## src/hdl/acd_consts.vh

```
// Register offsets, field positions and reset values of the clock-divider
// configuration block. Assumes an 8-bit register port addressed by byte.
`ifndef ACD_CONSTS_VH
`define ACD_CONSTS_VH

`define ACD_ADDR_W 8
`define ACD_OFF_PLL_MUL_HI 8'h36
`define ACD_OFF_PLL_MUL_LO 8'h38
`define ACD_OFF_N_PDM_SEL 8'h39
`define ACD_OFF_M_MOD_SEL 8'h3a
`define ACD_OFF_BCLK_HI 8'h3b
`define ACD_OFF_PRI_BCLK_LO 8'h3c
`define ACD_OFF_SEC_BCLK_LO 8'h3d
`define ACD_OFF_ANA_NM_SEL 8'h3e
`define ACD_OFF_DIV_EN 8'h44

`define ACD_RST_PLL_MUL_HI 8'h00
`define ACD_RST_PLL_MUL_LO 8'h08
`define ACD_RST_N_PDM_SEL 8'h20
`define ACD_RST_M_MOD_SEL 8'h04
`define ACD_RST_BCLK_HI 8'h00
`define ACD_RST_PRI_BCLK_LO 8'h01
`define ACD_RST_SEC_BCLK_LO 8'h01
`define ACD_RST_ANA_NM_SEL 8'h01
`define ACD_RST_DIV_EN 8'h00

// Writable masks; reserved bits read as zero
`define ACD_MASK_PLL_MUL_HI 8'h80
`define ACD_MASK_N_PDM_SEL 8'hfc
`define ACD_MASK_BCLK_HI 8'h06
`define ACD_MASK_ANA_NM_SEL 8'h3f
`define ACD_MASK_DIV_EN 8'h07

`define ACD_BIT_PLL_MUL_HI 7
`define ACD_BIT_PRI_BCLK_HI 2
`define ACD_BIT_SEC_BCLK_HI 1
`define ACD_BIT_N_EN 2
`define ACD_BIT_M_EN 1
`define ACD_BIT_PDM_EN 0

`define ACD_N_HI 7
`define ACD_N_LO 5
`define ACD_PDM_HI 4
`define ACD_PDM_LO 2
`define ACD_M_HI 7
`define ACD_M_LO 2
`define ACD_MOD_HI 1
`define ACD_MOD_LO 0
`define ACD_NM_HI 5
`define ACD_NM_LO 0

`endif

```

## src/hdl/acd_clock_divider_config.v

```verilog
// Register file and ratio decode for the audio clock-tree dividers.
// Assumes a plain synchronous register port; read data one cycle later.
`include "acd_consts.vh"

// What this block does
// The PLL multiplier is a 9-bit value of high bit and low byte, code 0 reserved.
// The multiplier high bit sits in bit 7 of its own register.
// The N divider code 0 divides by 8, other codes by their value.
// The PDM divider codes 0 to 4 divide by 1, 2, 4, 8, 16; 5 to 7 reserved.
// The M divider in bits 7 to 2 divides by 64 at 0, else by the code.
// The modulator divider in bits 1 to 0 divides by 1, 2, 4; 3 reserved.
// Bit 2 of the high-bits register tops the primary bit-clock divider.
// Bit 1 of that register tops the secondary bit-clock divider.
// The primary bit-clock code 0 divides by 512, else by the code.
// The secondary bit-clock divider uses the same encoding.
// The analog N-M divider in bits 5 to 0 divides by 64 at 0, else by code.
// Enable bits 2, 1, 0 turn on the N, M and PDM dividers.
// With automatic clock detection on, programmed values are ignored.
// Reserved bits read zero and cannot be written.
// A disabled divider holds still and restarts cleanly when enabled.
module acd_clock_divider_config #(
	parameter AUTO_MUL = 9'd8,
	parameter AUTO_N = 10'd1,
	parameter AUTO_M = 10'd1,
	parameter AUTO_PDM = 10'd1,
	parameter AUTO_MOD = 10'd1,
	parameter AUTO_BCLK = 10'd1,
	parameter AUTO_NM = 10'd1
) (
	input wire clk,
	input wire rst,
	input wire [7:0] regAddr,
	input wire [7:0] regWrData,
	input wire regWrite,
	input wire regRead,
	output wire [7:0] regRdData,
	input wire autoDetectEn,
	output wire [8:0] pllMultiplier,
	output wire multiplierReserved,
	output wire [9:0] nStageRatio,
	output wire [9:0] mStageRatio,
	output wire [9:0] pdmRatio,
	output wire pdmReserved,
	output wire [9:0] modulatorRatio,
	output wire modulatorReserved,
	output wire [9:0] primaryBclkRatio,
	output wire [9:0] secondaryBclkRatio,
	output wire [9:0] analogNmRatio,
	output wire nStageTick,
	output wire mStageTick,
	output wire pdmTick
);
	reg [7:0] mulHi_r;
	reg [7:0] mulLo_r;
	reg [7:0] nPdm_r;
	reg [7:0] mMod_r;
	reg [7:0] bclkHi_r;
	reg [7:0] priLo_r;
	reg [7:0] secLo_r;
	reg [7:0] anaNm_r;
	reg [7:0] divEn_r;
	reg [7:0] rdData_nxt;
	reg [7:0] rdData_r;
	reg [8:0] mul_r;
	reg [8:0] mul_nxt;
	reg mulRsv_r;
	reg mulRsv_nxt;
	reg [9:0] nRatio_r;
	reg [9:0] nRatio_nxt;
	reg [9:0] mRatio_r;
	reg [9:0] mRatio_nxt;
	reg [9:0] pdmRatio_r;
	reg [9:0] pdmRatio_nxt;
	reg pdmRsv_r;
	reg pdmRsv_nxt;
	reg [9:0] modRatio_r;
	reg [9:0] modRatio_nxt;
	reg modRsv_r;
	reg modRsv_nxt;
	reg [9:0] priRatio_r;
	reg [9:0] priRatio_nxt;
	reg [9:0] secRatio_r;
	reg [9:0] secRatio_nxt;
	reg [9:0] nmRatio_r;
	reg [9:0] nmRatio_nxt;
	wire [8:0] mulCode;
	wire [8:0] priCode;
	wire [8:0] secCode;
	wire [2:0] nCode;
	wire [2:0] pdmCode;
	wire [5:0] mCode;
	wire [1:0] modCode;
	wire [5:0] nmCode;

	// Zero code means the full power of two of the field width
	function [9:0] zeroIsMax;
		input [8:0] code;
		input [9:0] maxVal;
		begin
			if (code == 9'h000)
				zeroIsMax = maxVal;
			else
				zeroIsMax = {1'b0, code};
		end
	endfunction

	// Power-of-two decode; reserved codes fall back to divide by one
	function [9:0] powTwo;
		input [2:0] code;
		input [2:0] maxCode;
		begin
			if (code > maxCode)
				powTwo = 10'h001;
			else
				powTwo = 10'h001 << code;
		end
	endfunction

	always @(posedge clk)
	begin
		if (rst)
			mulHi_r <= `ACD_RST_PLL_MUL_HI;
		else if (regWrite && regAddr == `ACD_OFF_PLL_MUL_HI)
			mulHi_r <= regWrData & `ACD_MASK_PLL_MUL_HI;
	end

	always @(posedge clk)
	begin
		if (rst)
			mulLo_r <= `ACD_RST_PLL_MUL_LO;
		else if (regWrite && regAddr == `ACD_OFF_PLL_MUL_LO)
			mulLo_r <= regWrData;
	end

	always @(posedge clk)
	begin
		if (rst)
			nPdm_r <= `ACD_RST_N_PDM_SEL;
		else if (regWrite && regAddr == `ACD_OFF_N_PDM_SEL)
			nPdm_r <= regWrData & `ACD_MASK_N_PDM_SEL;
	end

	always @(posedge clk)
	begin
		if (rst)
			mMod_r <= `ACD_RST_M_MOD_SEL;
		else if (regWrite && regAddr == `ACD_OFF_M_MOD_SEL)
			mMod_r <= regWrData;
	end

	always @(posedge clk)
	begin
		if (rst)
			bclkHi_r <= `ACD_RST_BCLK_HI;
		else if (regWrite && regAddr == `ACD_OFF_BCLK_HI)
			bclkHi_r <= regWrData & `ACD_MASK_BCLK_HI;
	end

	always @(posedge clk)
	begin
		if (rst)
			priLo_r <= `ACD_RST_PRI_BCLK_LO;
		else if (regWrite && regAddr == `ACD_OFF_PRI_BCLK_LO)
			priLo_r <= regWrData;
	end

	always @(posedge clk)
	begin
		if (rst)
			secLo_r <= `ACD_RST_SEC_BCLK_LO;
		else if (regWrite && regAddr == `ACD_OFF_SEC_BCLK_LO)
			secLo_r <= regWrData;
	end

	always @(posedge clk)
	begin
		if (rst)
			anaNm_r <= `ACD_RST_ANA_NM_SEL;
		else if (regWrite && regAddr == `ACD_OFF_ANA_NM_SEL)
			anaNm_r <= regWrData & `ACD_MASK_ANA_NM_SEL;
	end

	always @(posedge clk)
	begin
		if (rst)
			divEn_r <= `ACD_RST_DIV_EN;
		else if (regWrite && regAddr == `ACD_OFF_DIV_EN)
			divEn_r <= regWrData & `ACD_MASK_DIV_EN;
	end

	// Unmapped addresses read zero
	always @*
	begin
		case (regAddr)
		`ACD_OFF_PLL_MUL_HI: rdData_nxt = mulHi_r;
		`ACD_OFF_PLL_MUL_LO: rdData_nxt = mulLo_r;
		`ACD_OFF_N_PDM_SEL: rdData_nxt = nPdm_r;
		`ACD_OFF_M_MOD_SEL: rdData_nxt = mMod_r;
		`ACD_OFF_BCLK_HI: rdData_nxt = bclkHi_r;
		`ACD_OFF_PRI_BCLK_LO: rdData_nxt = priLo_r;
		`ACD_OFF_SEC_BCLK_LO: rdData_nxt = secLo_r;
		`ACD_OFF_ANA_NM_SEL: rdData_nxt = anaNm_r;
		`ACD_OFF_DIV_EN: rdData_nxt = divEn_r;
		default: rdData_nxt = 8'h00;
		endcase
	end

	always @(posedge clk)
	begin
		if (rst)
			rdData_r <= 8'h00;
		else if (regRead)
			rdData_r <= rdData_nxt;
		else
			rdData_r <= 8'h00;
	end

	assign mulCode = {mulHi_r[`ACD_BIT_PLL_MUL_HI], mulLo_r};
	assign priCode = {bclkHi_r[`ACD_BIT_PRI_BCLK_HI], priLo_r};
	assign secCode = {bclkHi_r[`ACD_BIT_SEC_BCLK_HI], secLo_r};
	assign nCode = nPdm_r[`ACD_N_HI:`ACD_N_LO];
	assign pdmCode = nPdm_r[`ACD_PDM_HI:`ACD_PDM_LO];
	assign mCode = mMod_r[`ACD_M_HI:`ACD_M_LO];
	assign modCode = mMod_r[`ACD_MOD_HI:`ACD_MOD_LO];
	assign nmCode = anaNm_r[`ACD_NM_HI:`ACD_NM_LO];

	// Auto detection overrides every programmed field
	always @*
	begin
		if (autoDetectEn)
		begin
			mul_nxt = AUTO_MUL;
			mulRsv_nxt = 1'b0;
			nRatio_nxt = AUTO_N;
			mRatio_nxt = AUTO_M;
			pdmRatio_nxt = AUTO_PDM;
			pdmRsv_nxt = 1'b0;
			modRatio_nxt = AUTO_MOD;
			modRsv_nxt = 1'b0;
			priRatio_nxt = AUTO_BCLK;
			secRatio_nxt = AUTO_BCLK;
			nmRatio_nxt = AUTO_NM;
		end
		else
		begin
			mul_nxt = mulCode;
			mulRsv_nxt = (mulCode == 9'h000);
			nRatio_nxt = zeroIsMax({6'h00, nCode}, 10'd8);
			mRatio_nxt = zeroIsMax({3'h0, mCode}, 10'd64);
			pdmRatio_nxt = powTwo(pdmCode, 3'd4);
			pdmRsv_nxt = (pdmCode > 3'd4);
			modRatio_nxt = powTwo({1'b0, modCode}, 3'd2);
			modRsv_nxt = (modCode == 2'd3);
			priRatio_nxt = zeroIsMax(priCode, 10'd512);
			secRatio_nxt = zeroIsMax(secCode, 10'd512);
			nmRatio_nxt = zeroIsMax({3'h0, nmCode}, 10'd64);
		end
	end

	// Ratios registered so divider inputs never glitch on a write
	always @(posedge clk)
	begin
		if (rst)
		begin
			mul_r <= 9'h008;
			mulRsv_r <= 1'b0;
			nRatio_r <= 10'h001;
			mRatio_r <= 10'h001;
			pdmRatio_r <= 10'h001;
			pdmRsv_r <= 1'b0;
			modRatio_r <= 10'h001;
			modRsv_r <= 1'b0;
			priRatio_r <= 10'h001;
			secRatio_r <= 10'h001;
			nmRatio_r <= 10'h001;
		end
		else
		begin
			mul_r <= mul_nxt;
			mulRsv_r <= mulRsv_nxt;
			nRatio_r <= nRatio_nxt;
			mRatio_r <= mRatio_nxt;
			pdmRatio_r <= pdmRatio_nxt;
			pdmRsv_r <= pdmRsv_nxt;
			modRatio_r <= modRatio_nxt;
			modRsv_r <= modRsv_nxt;
			priRatio_r <= priRatio_nxt;
			secRatio_r <= secRatio_nxt;
			nmRatio_r <= nmRatio_nxt;
		end
	end

	// Ports come straight from flip-flops
	assign regRdData = rdData_r;
	assign pllMultiplier = mul_r;
	assign multiplierReserved = mulRsv_r;
	assign nStageRatio = nRatio_r;
	assign mStageRatio = mRatio_r;
	assign pdmRatio = pdmRatio_r;
	assign pdmReserved = pdmRsv_r;
	assign modulatorRatio = modRatio_r;
	assign modulatorReserved = modRsv_r;
	assign primaryBclkRatio = priRatio_r;
	assign secondaryBclkRatio = secRatio_r;
	assign analogNmRatio = nmRatio_r;

	// Auto mode keeps the dividers running on auto ratios
	wire nEn = divEn_r[`ACD_BIT_N_EN] | autoDetectEn;
	wire mEn = divEn_r[`ACD_BIT_M_EN] | autoDetectEn;
	wire pdmEn = divEn_r[`ACD_BIT_PDM_EN] | autoDetectEn;

	acd_divider #(.W(10)) n_stage_divider (
		.clk(clk),
		.rst(rst),
		.enable(nEn),
		.ratio(nStageRatio),
		.tick(nStageTick)
	);

	acd_divider #(.W(10)) m_stage_divider (
		.clk(clk),
		.rst(rst),
		.enable(mEn),
		.ratio(mStageRatio),
		.tick(mStageTick)
	);

	acd_divider #(.W(10)) pdmDiv (
		.clk(clk),
		.rst(rst),
		.enable(pdmEn),
		.ratio(pdmRatio),
		.tick(pdmTick)
	);
endmodule // acd_clock_divider_config

```

## src/hdl/acd_divider.v

```verilog
// One gated integer clock divider producing a clock-enable pulse train.
// Assumes ratio is stable or changes only while disabled for glitch-free use.
module acd_divider #(
	parameter W = 10
) (
	input wire clk,
	input wire rst,
	input wire enable,
	input wire [W-1:0] ratio,
	output wire tick
);
	reg [W-1:0] count_r;
	reg tick_r;

	assign tick = tick_r;

	// Disabled: counter parked at start and output held low
	always @(posedge clk)
	begin
		if (rst || !enable)
		begin
			count_r <= {W{1'b0}};
			tick_r <= 1'b0;
		end
		else if (count_r >= ratio - {{(W-1){1'b0}}, 1'b1})
		begin
			count_r <= {W{1'b0}};
			tick_r <= 1'b1;
		end
		else
		begin
			count_r <= count_r + {{(W-1){1'b0}}, 1'b1};
			tick_r <= 1'b0;
		end
	end
endmodule // acd_divider

```

## config.mk

```make
export PLATFORM = sky130hd
export DESIGN_NAME = acd_clock_divider_config
export DESIGN_NICKNAME = d
export VERILOG_FILES = /design/src/hdl/acd_clock_divider_config.v /design/src/hdl/acd_divider.v
export VERILOG_INCLUDE_DIRS = /design/src /design/src/hdl
export SDC_FILE = /design/constraint.sdc
export NUM_CORES = 1
export LEC_CHECK = 0
export CAP_MARGIN = 15
export CORE_MARGIN = 2
export CORE_UTILIZATION = 45
export DETAILED_ROUTE_END_ITERATION = 8
export DONT_BUFFER_PORTS = 1
export GPL_ROUTABILITY_DRIVEN = 0
export PLACE_DENSITY = 0.65
export SETUP_SLACK_MARGIN = 0.2
export SLEW_MARGIN = 10
export SYNTH_ARGS = -nofsm -noshare
export SYNTH_HDL_FRONTEND = slang
export SYNTH_SLANG_ARGS = --single-unit
```

## constraint.sdc

```tcl
create_clock -name clk -period 3.5 [get_ports clk]
set_input_delay 0.35 -clock clk [delete_from_list [all_inputs] [get_ports clk]]
set_output_delay 0.35 -clock clk [all_outputs]
set_load 0.005 [all_outputs]
```

==> summary.md <==
| Metric | Value |
|---|---|
| Die area | 16,130 µm² |
| Area contributors post-synth | dfxtp_1, ha_1, mux2i_1 |
| Status | finished clean |
| Syn Inst Count | 687 |
| Number of nets at the end of the flow | 741 |
| Horizontal extent of the die | 127.0 µm |
| Number of buffers created by CTS | 17 |
| Antenna violations before repair | 0 |
| Unrepaired setup endpoints after global routing | no |
| Worst slack at placement | 0.7306 ns |
| Clock transition at the register clock pins on the worst setup and hold paths after CTS | 0.07 ns |
| Number of synthesized register bits | 153 |
| Final Hold Vio Count | 0 |
| Total negative slack | 0 ns |
| Maximum vdd ir drop | 0.3253 mV |
| DR vias | 4,817 |
| Number of standard cells in the layout, taps in and fillers out | 880 |
| Wire length after detailed routing | 15,880 µm |
| Average via count per standard cell | 5.474 |
| Antenna diode count | 0 |
| Total power per unit cell area | 481.9 nW/µm² |
| Number of ports placed on the die boundary | 114 |
| Type of the worst setup path | flip-flop to flip-flop |
| Number of warning messages in the yosys log | 0 |
| Actual slew at the worst max-slew pin | 1.143 ns |
| DRT iter0 DRCs | 342 |
| Depth of the most critical reg-to-reg path | 10 |
| Clock Sink Count | 153 |
| Final HPWL from detailed placement | 11,490 µm |
| Area share of the largest cell type after synthesis | 0.4500 |
| Core Region | 14,640 µm² |
| Maximum operating frequency | 0.3673 GHz |
| Primary FF master, synth | dfxtp_1 |
| Setup ws final | 0.7772 ns |
| Number of max-slew violations in the final report | 0 |
| Type of the most critical hold path | input pin to flip-flop |
| Share of async-settable or async-resettable flops after synthesis | 0 |
| Min Hold Slack | 0.02135 ns |
| Floorplan row count | 44 |
| H-tree lvl count | 4 |
| Wirelength per Cell | 18.05 µm |
| CP Data Arrival Time | 3.07 ns |
| Effective utilization at floorplan | 0.4648 |
| Number of cells upsized or downsized after cts | 0 |
| Pin count of the biggest net entering global routing | 29 |
| Number of flops mapped to enable cells by yosys | 0 |
| Max Cap Violations | 0 |
| Global-route wire length before repair | 25,270 µm |
| Crit Path Max Fanout | 11 |
| DRC viols | 0 |
| Count of input and output buffers | 0 |
| Clock tree from TritonCTS | done |
| Post-route clock skew | 0.01273 ns |
| Worst slew margin | 0.2358 |
| Clock Latency Late Sink | 0.43 ns |
| Count of final setup violators | 0 |
| Leakage dissipation | 2.856 nW |
| Post-synth cell types | 51 |
| Share of the core filled with cells | 0.5075 |
| Number of global-route vias before repair | 4,715 |
| Seq/Total Area, Yosys | 0.4500 |
| Ratio of final minimum period to clock period | 0.7779 |
| Kind of end point of the critical path | flip-flop |
| Syn Area/Cell | 9.908 µm² |
| Fraction of final layout cells with drive strength greater than 1 | 0.1092 |
| Number of setup buffers added after CTS | 0 |
| Kind of start point of the critical path | flip-flop |
| Total Routing Usage GR | 0.2012 |
| Die Y-Extent | 127.0 µm |
| Required arrival time at the worst endpoint | 3.84 ns |
| Area of combinational cells with multiple inputs | 3456 µm² |
| Flip-flop and latch area | 3063 µm² |
| Layout area overhead | 9.191% |
| Cell type with the highest aggregate area in the netlist | dfxtp_1 |
| Worst Hold Depth | 1 |
| Library cell with the highest instance count after synthesis | dfxtp_1 |
| Number of antenna-violating nets in the routed design | 0 |
| Maximum number of buffers from clock root to sink | 2 |
| Count of placed standard cells including taps | 845 |
| Synth Cell Area | 6807 µm² |
| Sum of overflow across all layers after global routing | 0 |
| FILL cells | 1,352 |
| Most instantiated cells after synthesis | dfxtp_1, nor2_1, mux2i_1 |
| Final worst path period need | 2.723 ns |
| Number of detailed-routing iterations run before antenna repair | 5 |
| Root Buffer | clkbuf_16 |
timing repair:
item | 4_1_cts | 5_1_grt
setup endpoints to repair | 0 | 0
hold buffers | 2 | 0
hold endpoints to repair | 28 | 0
final cells by class:
cell class / count / share of cell area
Clock buffer: 18 / 0.05774
Inverter: 20 / 0.01010
Tap cell: 184 / 0.03098
Sequential cell: 153 / 0.4121
Multi-Input combinational cell: 486 / 0.4650
Clock inverter: 14 / 0.01835
Timing Repair Buffer: 5 / 0.005724
sequential cells by signal (all words and copies together), names as in the netlist, 2 cells and up:
name / count
primaryBclkRatio: 10
nStageRatio: 4
m_stage_divider.count_r: 10
pllMultiplier: 9
priLo_r: 8
divEn_r: 3
regRdData: 8
anaNm_r: 6
secLo_r: 8
pdmDiv.count_r: 10
mStageRatio: 7
mulLo_r: 8
mMod_r: 8
modulatorRatio: 4
n_stage_divider.count_r: 10
bclkHi_r: 2
secondaryBclkRatio: 10
pdmRatio: 8
nPdm_r: 6
analogNmRatio: 7
power breakdown:
part	internal [mW]	total, mW	switching (mW)
registers	1.75	1.75	0.00571
logic	0.0289	0.0809	0.0520
clock network	0.993	1.75	0.755
total	2.77	3.58	0.812
logic make-up after synthesis:
group	Yosys count	share of synthesized area
adders and majority gates	37	0.06801
other	1	0.0005509
muxes	56	0.09099
DFF	153	0.4500
buffers and inverters	71	0.05588
and+or+nand+nor	279	0.2344
AOI/OAI and AO/OA	53	0.05257
xor gates and xnor gates	37	0.04761
layer usage:
layer / global-route usage / share of wire
met4: 0.06852 / 0.018
met2: 0.3438 / 0.49
met1: 0.2472 / 0.43
met3: 0.05276 / 0.059
met5: 0 / 0
worst max-delay path, stage by stage (launching register included):
cell      delay (ns)
dfxtp_1         0.35
nor3_1          0.25
nand2b_1        0.14
nor4_1          0.25
xnor2_1         0.17
ha_1            0.26
a21o_1          0.18
a21oi_1         0.15
nor2b_1         0.06
or4_4           0.63
nor3_2          0.21
cells in the final DEF (no fill, tap or decap), types with 22 or more instances in the layout:
cell     instances
dfxtp_1        153
nand2_1         32
conb_1          24
nor2_1          72
nand3_1         24
nor3_1          26
and2_1          30
mux2i_1         45
xnor2_1         22
ha_1            37
final timing paths:
path                               start                           end  slack, ns
setup reg to reg  pdmRatio[3]$_SDFF_PP0_  pdmDiv.count_r[8]$_SDFF_PP0_       0.78
setup / recovery  pdmRatio[3]$_SDFF_PP0_  pdmDiv.count_r[8]$_SDFF_PP0_       0.78
hold reg to reg   nPdm_r[7]$_SDFFE_PP0P_     nStageRatio[3]$_SDFF_PP0_       0.48
hold / removal                       rst       secLo_r[0]$_SDFFE_PP1P_       0.02
metrics by stage:
step / power (mW) / cell area [µm²]
6_report: 3.582 / 7432
5_1_grt: 3.707 / 7432
4_1_cts: 3.609 / 7421
3_5_place_dp: 1.861 / 6835
3_3_place_gp: 1.859 / 6835
2_1_floorplan: 1.887 / 6893
Note: power is estimated with default switching activity, not from simulation.
